`src/hw/dtmrb_consts.vh`:
```
// Constants for the four-unit DMA request timer bank.
// Assumes inclusion by the bank's single design file only.
`ifndef DTMRB_CONSTS_VH
`define DTMRB_CONSTS_VH

// ==========================================================
// Bus and register layout
`define DTMRB_NUM_UNITS    4
`define DTMRB_ADDR_W       5
`define DTMRB_DATA_W       32
`define DTMRB_UNIT_LSB     3
`define DTMRB_OFS_CTRL     3'h0
`define DTMRB_OFS_REF      3'h1
`define DTMRB_OFS_CAPT     3'h2
`define DTMRB_OFS_COUNT    3'h3
`define DTMRB_OFS_STATUS   3'h4

// ==========================================================
// Control register fields
`define DTMRB_CTL_ENABLE   0
`define DTMRB_CTL_EXTCLK   1
`define DTMRB_CTL_DIV16    2
`define DTMRB_CTL_CAPMODE  3
`define DTMRB_CTL_RESTART  4
`define DTMRB_CTL_OUTEN    5
`define DTMRB_CTL_IRQEN    6
`define DTMRB_CTL_DMAEN    7
`define DTMRB_CTL_EDGE_LO  8
`define DTMRB_CTL_EDGE_HI  9
`define DTMRB_CTL_PRE_LO   16
`define DTMRB_CTL_PRE_HI   23
`define DTMRB_CTL_MASK     32'h00FF_03FF

// ==========================================================
// Status register fields and reset values
`define DTMRB_ST_CAPT      0
`define DTMRB_ST_REF       1
`define DTMRB_RST_CTRL     32'h0000_0000
`define DTMRB_RST_REF      32'hFFFF_FFFF
`define DTMRB_RST_ZERO     32'h0000_0000

// ==========================================================
// Predivider count and capture edge codes
`define DTMRB_PREDIV_LAST  4'hF
`define DTMRB_EDGE_RISE    2'h1
`define DTMRB_EDGE_FALL    2'h2
`define DTMRB_EDGE_BOTH    2'h3

`endif

```
`src/hw/dtmrb_top.v`:
```
// Four independent 32-bit timers with capture, compare and DMA trigger.
// Assumes one 250 MHz system clock, an async active-low reset and
// asynchronous external clock and capture pins.
//
// Behaviour
// - Four independent timers each have a 32-bit counter and a DMA request.
// - Each timer owns its registers, so writing one never affects another.
// - Software picks the system clock or the timer's own external clock pin.
// - On the system clock a predivide of sixteen or one is applied first.
// - An 8-bit prescaler follows and only its ticks advance the counter.
// - Each timer works in input capture or reference compare mode.
// - An event may toggle the output pin, raise an interrupt or ask for DMA.
// - An event in timer n starts DMA channel n.
`timescale 1ns/1ps
`include "dtmrb_consts.vh"

module dtmrb_top (
    // Clock and reset
    input  wire        i_clk_sys,
    input  wire        i_nrst,
    // Register port
    input  wire [4:0]  i_addr,
    input  wire [31:0] i_wdata,
    input  wire        i_wr,
    input  wire        i_rd,
    output reg  [31:0] o_rdata,
    // Timer pins
    input  wire [3:0]  i_timer_ext_clock_in,
    input  wire [3:0]  i_capture_in,
    output wire [3:0]  o_timer_out,
    // Event requests
    output wire [3:0]  o_irq_req,
    output wire [3:0]  o_dma_start
);

    // ======================================================
    // Register map
    // Each unit owns eight word slots; the address is unit*8+offset.
    // Offset 0 holds control, 1 the reference, 2 the capture latch,
    // 3 the running count and 4 the event flags; 5 to 7 read as zero.
    // The capture latch is read only; writes to it are dropped.
    // Control bit 0 enables the unit; while it is low the predivider and
    // the prescaler rest at zero and the count holds its value.
    // Control bit 1 takes ticks from the unit's own clock pin instead of
    // the system clock.
    // Control bit 2 divides the system clock by sixteen; it is ignored
    // while the pin is the source.
    // Control bit 3 selects input capture; when it is low the unit compares.
    // Control bit 4 returns the count to zero at a reference match, so the
    // period becomes the reference plus one prescaled ticks.
    // Control bits 5, 6 and 7 let an event toggle the output pin, hold the
    // interrupt request and pulse the DMA start line.
    // Control bits 9:8 pick the capture edge: 1 rising, 2 falling, 3 both
    // and 0 none.
    // Control bits 23:16 hold the prescale value P; the counter advances
    // once in every P+1 source ticks.
    // Control bits outside these fields are not stored and read as zero.
    // Flag bit 0 marks a capture and bit 1 a reference match; a one written
    // to a flag clears it, but an event in the same cycle keeps it set.
    // Writing any value to the count clears it, so software can restart a
    // measurement without disabling the unit.
    // A pin edge takes two clocks to reach the event logic, both in the
    // synchroniser; the edge history stage adds no clock of its own.
    // Every output follows its event by one clock; the DMA start line is
    // high for one clock per event, so events on successive clocks merge.
    // The external clock pin must stay high and low for longer than one
    // system clock each, or the synchroniser may miss an edge.
    // The compare looks at the count before a tick adds one, so a match on
    // value V fires on the tick that moves the count on from V.
    // A count that is stopped never matches: only ticks test the reference.
    // The interrupt request is a level that stays high while interrupts are
    // enabled and any flag of the unit is set.
    // A control write leaves the flags alone, so software clears them before
    // it enables interrupts again.

    // ======================================================
    // Address split
    wire [1:0]   sel_unit;
    wire [2:0]   sel_reg;
    wire [127:0] all_ctrl;
    wire [127:0] all_ref;
    wire [127:0] all_capt;
    wire [127:0] all_count;
    wire [7:0]   all_status;

    // Upper address bits pick the unit, lower bits the register.
    assign sel_unit = i_addr[4:3];
    assign sel_reg  = i_addr[2:0];

    // ======================================================
    // Timer units
    genvar gi;
    generate
        for (gi = 0; gi < `DTMRB_NUM_UNITS; gi = gi + 1) begin : g_unit
            reg  [31:0] ctrl;
            reg  [31:0] ref_val;
            reg  [31:0] capt;
            reg  [31:0] count;
            reg  [1:0]  status;
            reg  [2:0]  eclk_sync;
            reg  [2:0]  cap_sync;
            reg  [3:0]  prediv;
            reg  [7:0]  pre_cnt;
            reg         out_q;
            reg         irq_q;
            reg         dma_q;
            wire        hit;
            wire        wr_ctrl;
            wire        wr_ref;
            wire        wr_count;
            wire        wr_status;
            wire        en;
            wire        src_tick;
            wire        pre_tick;
            wire        eclk_rise;
            wire        cap_rise;
            wire        cap_fall;
            wire        cap_evt;
            wire        ref_evt;
            wire        any_evt;
            wire [1:0]  edge_sel;
            wire [7:0]  pre_last;

            // Decode writes aimed at this unit alone.
            assign hit       = (sel_unit == gi);
            assign wr_ctrl   = i_wr & hit & (sel_reg == `DTMRB_OFS_CTRL);
            assign wr_ref    = i_wr & hit & (sel_reg == `DTMRB_OFS_REF);
            assign wr_count  = i_wr & hit & (sel_reg == `DTMRB_OFS_COUNT);
            assign wr_status = i_wr & hit & (sel_reg == `DTMRB_OFS_STATUS);
            assign en        = ctrl[`DTMRB_CTL_ENABLE];
            assign edge_sel  = ctrl[`DTMRB_CTL_EDGE_HI:`DTMRB_CTL_EDGE_LO];
            assign pre_last  = ctrl[`DTMRB_CTL_PRE_HI:`DTMRB_CTL_PRE_LO];

            // Edges are taken only from the second and third stages.
            assign eclk_rise = eclk_sync[1] & ~eclk_sync[2];
            assign cap_rise  = cap_sync[1] & ~cap_sync[2];
            assign cap_fall  = ~cap_sync[1] & cap_sync[2];

            // Source tick: external pin edge or the predivided clock.
            assign src_tick = ctrl[`DTMRB_CTL_EXTCLK] ? eclk_rise :
                              (~ctrl[`DTMRB_CTL_DIV16] |
                               (prediv == `DTMRB_PREDIV_LAST));
            // Prescaler divides the source by its field plus one.
            assign pre_tick = en & src_tick & (pre_cnt == pre_last);

            // Mode decides which event kind is live.
            assign cap_evt = en & ctrl[`DTMRB_CTL_CAPMODE] &
                             (((edge_sel == `DTMRB_EDGE_RISE) & cap_rise) |
                              ((edge_sel == `DTMRB_EDGE_FALL) & cap_fall) |
                              ((edge_sel == `DTMRB_EDGE_BOTH) &
                               (cap_rise | cap_fall)));
            assign ref_evt = pre_tick & ~ctrl[`DTMRB_CTL_CAPMODE] &
                             (count == ref_val);
            assign any_evt = cap_evt | ref_evt;

            // Pin synchronisers, two stages plus an edge history stage.
            always @(posedge i_clk_sys or negedge i_nrst) begin
                if (!i_nrst) begin
                    eclk_sync <= 3'h0;
                    cap_sync  <= 3'h0;
                end else begin
                    eclk_sync <= {eclk_sync[1:0], i_timer_ext_clock_in[gi]};
                    cap_sync  <= {cap_sync[1:0], i_capture_in[gi]};
                end
            end

            // Configuration registers owned by this unit.
            always @(posedge i_clk_sys or negedge i_nrst) begin
                if (!i_nrst) begin
                    ctrl    <= `DTMRB_RST_CTRL;
                    ref_val <= `DTMRB_RST_REF;
                end else begin
                    if (wr_ctrl) begin
                        ctrl <= i_wdata & `DTMRB_CTL_MASK;
                    end
                    if (wr_ref) begin
                        ref_val <= i_wdata;
                    end
                end
            end

            // Predivider and prescaler; both idle while disabled.
            always @(posedge i_clk_sys or negedge i_nrst) begin
                if (!i_nrst) begin
                    prediv  <= 4'h0;
                    pre_cnt <= 8'h00;
                end else if (!en) begin
                    prediv  <= 4'h0;
                    pre_cnt <= 8'h00;
                end else begin
                    prediv <= prediv + 4'h1;
                    if (src_tick) begin
                        pre_cnt <= pre_tick ? 8'h00 : pre_cnt + 8'h01;
                    end
                end
            end

            // Counter: a write clears it, prescaler ticks advance it.
            always @(posedge i_clk_sys or negedge i_nrst) begin
                if (!i_nrst) begin
                    count <= `DTMRB_RST_ZERO;
                end else if (wr_count) begin
                    count <= `DTMRB_RST_ZERO;
                end else if (pre_tick) begin
                    if (ref_evt & ctrl[`DTMRB_CTL_RESTART]) begin
                        count <= `DTMRB_RST_ZERO;
                    end else begin
                        count <= count + 32'h0000_0001;
                    end
                end
            end

            // Capture latch holds the count seen at the input edge.
            always @(posedge i_clk_sys or negedge i_nrst) begin
                if (!i_nrst) begin
                    capt <= `DTMRB_RST_ZERO;
                end else if (cap_evt) begin
                    capt <= count;
                end
            end

            // Sticky flags: write one clears, a new event wins.
            always @(posedge i_clk_sys or negedge i_nrst) begin
                if (!i_nrst) begin
                    status <= 2'h0;
                end else begin
                    status[`DTMRB_ST_CAPT] <= cap_evt |
                        (status[`DTMRB_ST_CAPT] &
                         ~(wr_status & i_wdata[`DTMRB_ST_CAPT]));
                    status[`DTMRB_ST_REF] <= ref_evt |
                        (status[`DTMRB_ST_REF] &
                         ~(wr_status & i_wdata[`DTMRB_ST_REF]));
                end
            end

            // Event actions: pin toggle, interrupt level, DMA pulse.
            always @(posedge i_clk_sys or negedge i_nrst) begin
                if (!i_nrst) begin
                    out_q <= 1'b0;
                    irq_q <= 1'b0;
                    dma_q <= 1'b0;
                end else begin
                    if (any_evt & ctrl[`DTMRB_CTL_OUTEN]) begin
                        out_q <= ~out_q;
                    end
                    irq_q <= ctrl[`DTMRB_CTL_IRQEN] &
                             (any_evt | (|status &
                              ~(wr_status & (&(status & i_wdata[1:0])
                                | (status == (status & i_wdata[1:0]))))));
                    dma_q <= any_evt & ctrl[`DTMRB_CTL_DMAEN];
                end
            end

            assign o_timer_out[gi] = out_q;
            assign o_irq_req[gi]   = irq_q;
            assign o_dma_start[gi] = dma_q;
            assign all_ctrl[gi*32 +: 32]  = ctrl;
            assign all_ref[gi*32 +: 32]   = ref_val;
            assign all_capt[gi*32 +: 32]  = capt;
            assign all_count[gi*32 +: 32] = count;
            assign all_status[gi*2 +: 2]  = status;
        end
    endgenerate

    // ======================================================
    // Read data
    reg [31:0] next_rdata;

    // Select the addressed register; unmapped offsets read zero.
    always @* begin
        next_rdata = 32'h0000_0000;
        if (i_rd) begin
            case (sel_reg)
                `DTMRB_OFS_CTRL: begin
                    next_rdata = all_ctrl[sel_unit*32 +: 32];
                end
                `DTMRB_OFS_REF: begin
                    next_rdata = all_ref[sel_unit*32 +: 32];
                end
                `DTMRB_OFS_CAPT: begin
                    next_rdata = all_capt[sel_unit*32 +: 32];
                end
                `DTMRB_OFS_COUNT: begin
                    next_rdata = all_count[sel_unit*32 +: 32];
                end
                `DTMRB_OFS_STATUS: begin
                    next_rdata = {30'h0000_0000, all_status[sel_unit*2 +: 2]};
                end
                default: begin
                    next_rdata = 32'h0000_0000;
                end
            endcase
        end
    end

    // Read data stands for exactly the cycle after the read strobe.
    always @(posedge i_clk_sys or negedge i_nrst) begin
        if (!i_nrst) begin
            o_rdata <= 32'h0000_0000;
        end else begin
            o_rdata <= next_rdata;
        end
    end

endmodule // dtmrb_top

```
`config.mk`:
```
export PLATFORM = sky130hd
export DESIGN_NAME = dtmrb_top
export DESIGN_NICKNAME = d
export VERILOG_FILES = /design/src/hw/dtmrb_top.v
export VERILOG_INCLUDE_DIRS = /design/src /design/src/hw
export SDC_FILE = /design/constraint.sdc
export NUM_CORES = 1
export LEC_CHECK = 0
export BUFFER_PORTS_ARGS = -buffer_cell sky130_fd_sc_hd__buf_2
export CAP_MARGIN = 20
export CORE_MARGIN = 10
export CORE_UTILIZATION = 45
export DETAILED_ROUTE_END_ITERATION = 8
export PLACE_DENSITY_LB_ADDON = 0.12
export SLEW_MARGIN = 20
export SYNTH_ARGS = -nofsm -noshare
export SYNTH_HDL_FRONTEND = slang
export SYNTH_SLANG_ARGS = --single-unit
```
`constraint.sdc`:
```
create_clock -name i_clk_sys -period 2.4 [get_ports i_clk_sys]
set_clock_uncertainty 0.05 [all_clocks]
set_input_delay 0.24 -clock i_clk_sys [delete_from_list [all_inputs] [get_ports i_clk_sys]]
set_output_delay 0.24 -clock i_clk_sys [all_outputs]
set_load 0.05 [all_outputs]
```
==> results.sh <==
export IMPL_path_max_fanout=7
export IMPL_dp_cells=4029
export IMPL_vias=25500
export IMPL_ctsHtreeMaxLevel=3
export IMPL_cts_sinks=580
export IMPL_setup_viol=8
export IMPL_clk_pin_slew_ns=0.06
export IMPL_first_global_vias=25300
export IMPL_leakage_nw=18.0
export IMPL_grt_setup_unrepaired="yes"
export IMPL_netlist_area_um2=30500
export IMPL_gp_congestion=0.986
export IMPL_worst_slew_pin_slew_ns=0.809
export IMPL_synth_async_reset_ratio_pct=100
export IMPL_place_ws_ns=-0.499
export IMPL_synth_warning_count=0
export IMPL_hp_class="in -> reg"
export IMPL_synth_fa_ha_area_share_pct=0.819
export IMPL_syn_inst=2796
export IMPL_synth_simple_gate_area_share_pct=11.9
export IMPL_grt_max_degree=92
export IMPL_syn_area_per_cell_um2=10.9
export IMPL_ir_drop_mv=0.708
export IMPL_final_util_pct=57.5
export IMPL_synth_xor_area_share_pct=6.82
export IMPL_fin_crit_sh_pct=102
export IMPL_rows=95
export IMPL_area_growth_pct=26.7
export IMPL_core_region_area_um2=67300
export IMPL_antenna_found_initial=8
export IMPL_ys_ff_latch=580
export IMPL_clk_insertion_delay_late_ns=0.62
export IMPL_end_kind="register"
export IMPL_drc=0
export IMPL_cp_arrival_ns=2.88
export IMPL_portBuffers=92
export IMPL_fp_dieH_um=281
export IMPL_tritoncts="built"
export IMPL_postRouteWirelength_um=113000
export IMPL_grt_pass1_wl_um=166000
export IMPL_maxSlewHeadroom_pct=44.6
export IMPL_grt_usage_pct=28.2
export IMPL_cap_violations=0
export IMPL_finalSetupTns_ns=-0.165
export IMPL_synth_top_family_by_area="multiplexers"
export IMPL_timing_final_crit_period_ns=2.45
export IMPL_fin_nets=3342
export IMPL_clockBufferDepth=3
export IMPL_drtAntennaViolNets=0
export IMPL_worst_setup_path_type="reg -> reg"
export IMPL_critical_path_required_ns=2.83
export IMPL_setup_ws_ns=-0.0484
export IMPL_powerDensity_nw_per_um2=728
export IMPL_synth_compound_area_share_pct=12.4
export IMPL_dr_wl_met3_um=7840
export IMPL_synth_ff_type="dfrtp_1"
export IMPL_muxShareOfSynthArea_pct=16.4
export IMPL_final_hold_viol_count=0
export IMPL_register_area_um2=14700
export IMPL_post_dp_hpwl_um=84600
export IMPL_multi_input_area_um2=15300
export IMPL_wl_per_cell_um=26.9
export IMPL_drt_iter0_drc=2370
export IMPL_violations="setup timing"
export IMPL_yosysSeqAreaShare_pct=48.0
export IMPL_wl_met2_um=50400
export IMPL_final_cells=4203
export IMPL_yosysUniqueCellTypes=70
export IMPL_cts_buffers=66
export IMPL_slew_viol_final=0
export IMPL_start_util_pct=45.4
export IMPL_wl_met1_um=49000
export IMPL_timing_fmax_mhz=408
export IMPL_drive_above_1_share_pct=39.9
export IMPL_overflow=0
export IMPL_viasPerCell=6.07
export IMPL_syn_nets=2865
export IMPL_routed_top_layer="met5"
export IMPL_pin_count=93
export IMPL_drt_pass1_iter_count=5
export IMPL_cts_root_buf="clkbuf_16"
export IMPL_outcome="complete, but fails checks"
export IMPL_die_area_um2=78700
export IMPL_num_fill_cells=5739
export IMPL_die_w_um=281
export IMPL_setup_worst_path_start_class="register"
export IMPL_synth_edff_count=0
## final cells by class
class,count,share of cell area [%]
Timing Repair Buffer,624,13.2
Multi-Input combinational cell,1952,39.6
Clock buffer,105,5.30
Antenna cell,4,0.0259
Tap cell,873,2.82
Sequential cell,580,37.9
Clock inverter,16,0.637
Inverter,49,0.475
## sequential cells by signal (all words and copies together) (netlist names), 8 cells and up
name / cells
g_unit.capt: 128
g_unit.count: 128
g_unit.ref_val: 128
g_unit.ctrl: 72
g_unit.pre_cnt: 32
o_rdata: 32
g_unit.prediv: 16
g_unit.cap_sync: 12
g_unit.eclk_sync: 12
g_unit.status: 8
## repair_timing
item / 4_1_cts / 5_1_grt
gates resized for setup: 41 / 83
hold buffers: 20 / 2
cloned: 2 / 4
endpoints found under the setup margin: 105 / 92
endpoints found under the hold margin: 344 / 4
pin swaps: 9 / 40
buffers inserted: 8 / 15
## final timing paths
path / cells after the start / end / slack, ns / from
min: 2 / g_unit[0].ref_val[10] / 0.02 / i_wdata[10]
min in group asynchronous: 2 / g_unit[2].capt[29] / 0.07 / i_nrst
max reg2reg: 7 / g_unit[0].count[28] / -0.05 / g_unit[0].pre_cnt[7]
max: 7 / g_unit[0].count[28] / -0.05 / g_unit[0].pre_cnt[7]
min reg2reg: 0 / g_unit[2].cap_sync[1] / 0.30 / g_unit[2].cap_sync[0]
max in group asynchronous: 3 / g_unit[3].count[13] / 1.33 / i_nrst
## synthesized netlist by cell type, drive strengths merged, types with 5 or more instances
| cell | n | area [um^2] |
|---|---|---|
| clkbuf | 142 | 533 |
| mux2 | 368 | 4140 |
| and2 | 22 | 138 |
| buf | 75 | 368 |
| o2111ai | 20 | 175 |
| nand2 | 112 | 420 |
| and3 | 48 | 300 |
| nand4 | 51 | 340 |
| mux2i | 60 | 601 |
| ha | 20 | 250 |
| o211ai | 31 | 233 |
| and4 | 15 | 131 |
| nor4b | 6 | 58.8 |
| dfrtp | 452 | 11300 |
| o221ai | 9 | 78.8 |
| nor3 | 27 | 145 |
| nand2b | 24 | 150 |
| xor2 | 171 | 1500 |
| o31ai | 24 | 180 |
| a221o | 18 | 180 |
| o211a | 12 | 120 |
| nor4 | 52 | 332 |
| dfstp | 128 | 3360 |
| a2111oi | 6 | 52.6 |
| mux4 | 12 | 270 |
| or4 | 15 | 116 |
| o21ai | 128 | 641 |
| nand3 | 72 | 360 |
| inv | 49 | 184 |
| a21oi | 124 | 621 |
| a22oi | 27 | 203 |
| nor2 | 173 | 649 |
| a211oi | 25 | 188 |
| nor2b | 14 | 87.6 |
| a31oi | 8 | 50.1 |
| a32oi | 5 | 43.8 |
| xnor2 | 67 | 587 |
| a221oi | 53 | 464 |
| or3 | 33 | 206 |
| o41ai | 12 | 105 |
| o21a | 18 | 135 |
| o22ai | 22 | 138 |
| or2 | 10 | 62.6 |
## layout by cell type, fill, tap and decap left out, types with 21 or more instances in the layout
cell	count
dfstp_2	128
dfrtp_1	447
buf_4	453
and2_1	21
o22ai_1	22
a211oi_1	25
dlygate4sd3_1	22
clkbuf_16	69
nor2_1	166
nor4_1	43
nand2b_1	24
inv_1	48
o31ai_1	23
nor3_1	24
buf_12	38
clkbuf_8	21
buf_2	91
nand2_1	109
mux2i_1	60
a221oi_1	53
or3_1	31
nand4_1	49
a21oi_1	119
xnor2_1	66
mux2_2	368
nand3_1	67
and3_1	45
xor2_1	168
o211ai_1	31
o21ai_0	123
## power by group
part / leakage [nW] / switching [W] / internal [W]
registers: 7.48 / 0.000932 / 0.0110
clock network: 1.13 / 0.00427 / 0.00642
logic: 9.43 / 0.00303 / 0.00249
## kinds of logic (layout without fill, tap and decap cells)
logic type                 Yosys count  in the layout
xor gates and xnor gates           238            238
adders and majority gates           20             20
buffers and inverters              266            794
muxes                              440            440
and+or+nand+nor                    689            689
DFF                                580            580
other                                0              4
AOI/OAI and AO/OA                  563            565
## metal layers
layer  global-route usage [%]  up-vias
li1                         -    11300
met5                        0        -
met1                     38.8    12900
met3                     4.38      257
met4                     13.4       10
met2                     43.1     1022
## worst max-delay path, stage by stage (launching register included)
cell and delay (ns):
dfrtp_1 0.39, xnor2_1 0.18, nand4_1 0.19, or3_4 0.49, or4_4 0.60, buf_6 0.18
a22oi_2 0.13, o41ai_2 0.09
## per-stage QoR
step	cell area (um^2)	total power [W]	hold WS [ns]
6_report	38700	0.0282	0.0250
5_1_grt	38700	0.0292	0.00627
4_1_cts	38100	0.0281	0.00462
3_5_place_dp	35400	0.0173	0.101
3_3_place_gp	35400	0.0172	0.102
2_1_floorplan	30500	0.0145	-0.106
Note: power is estimated with default switching activity, not from simulation.
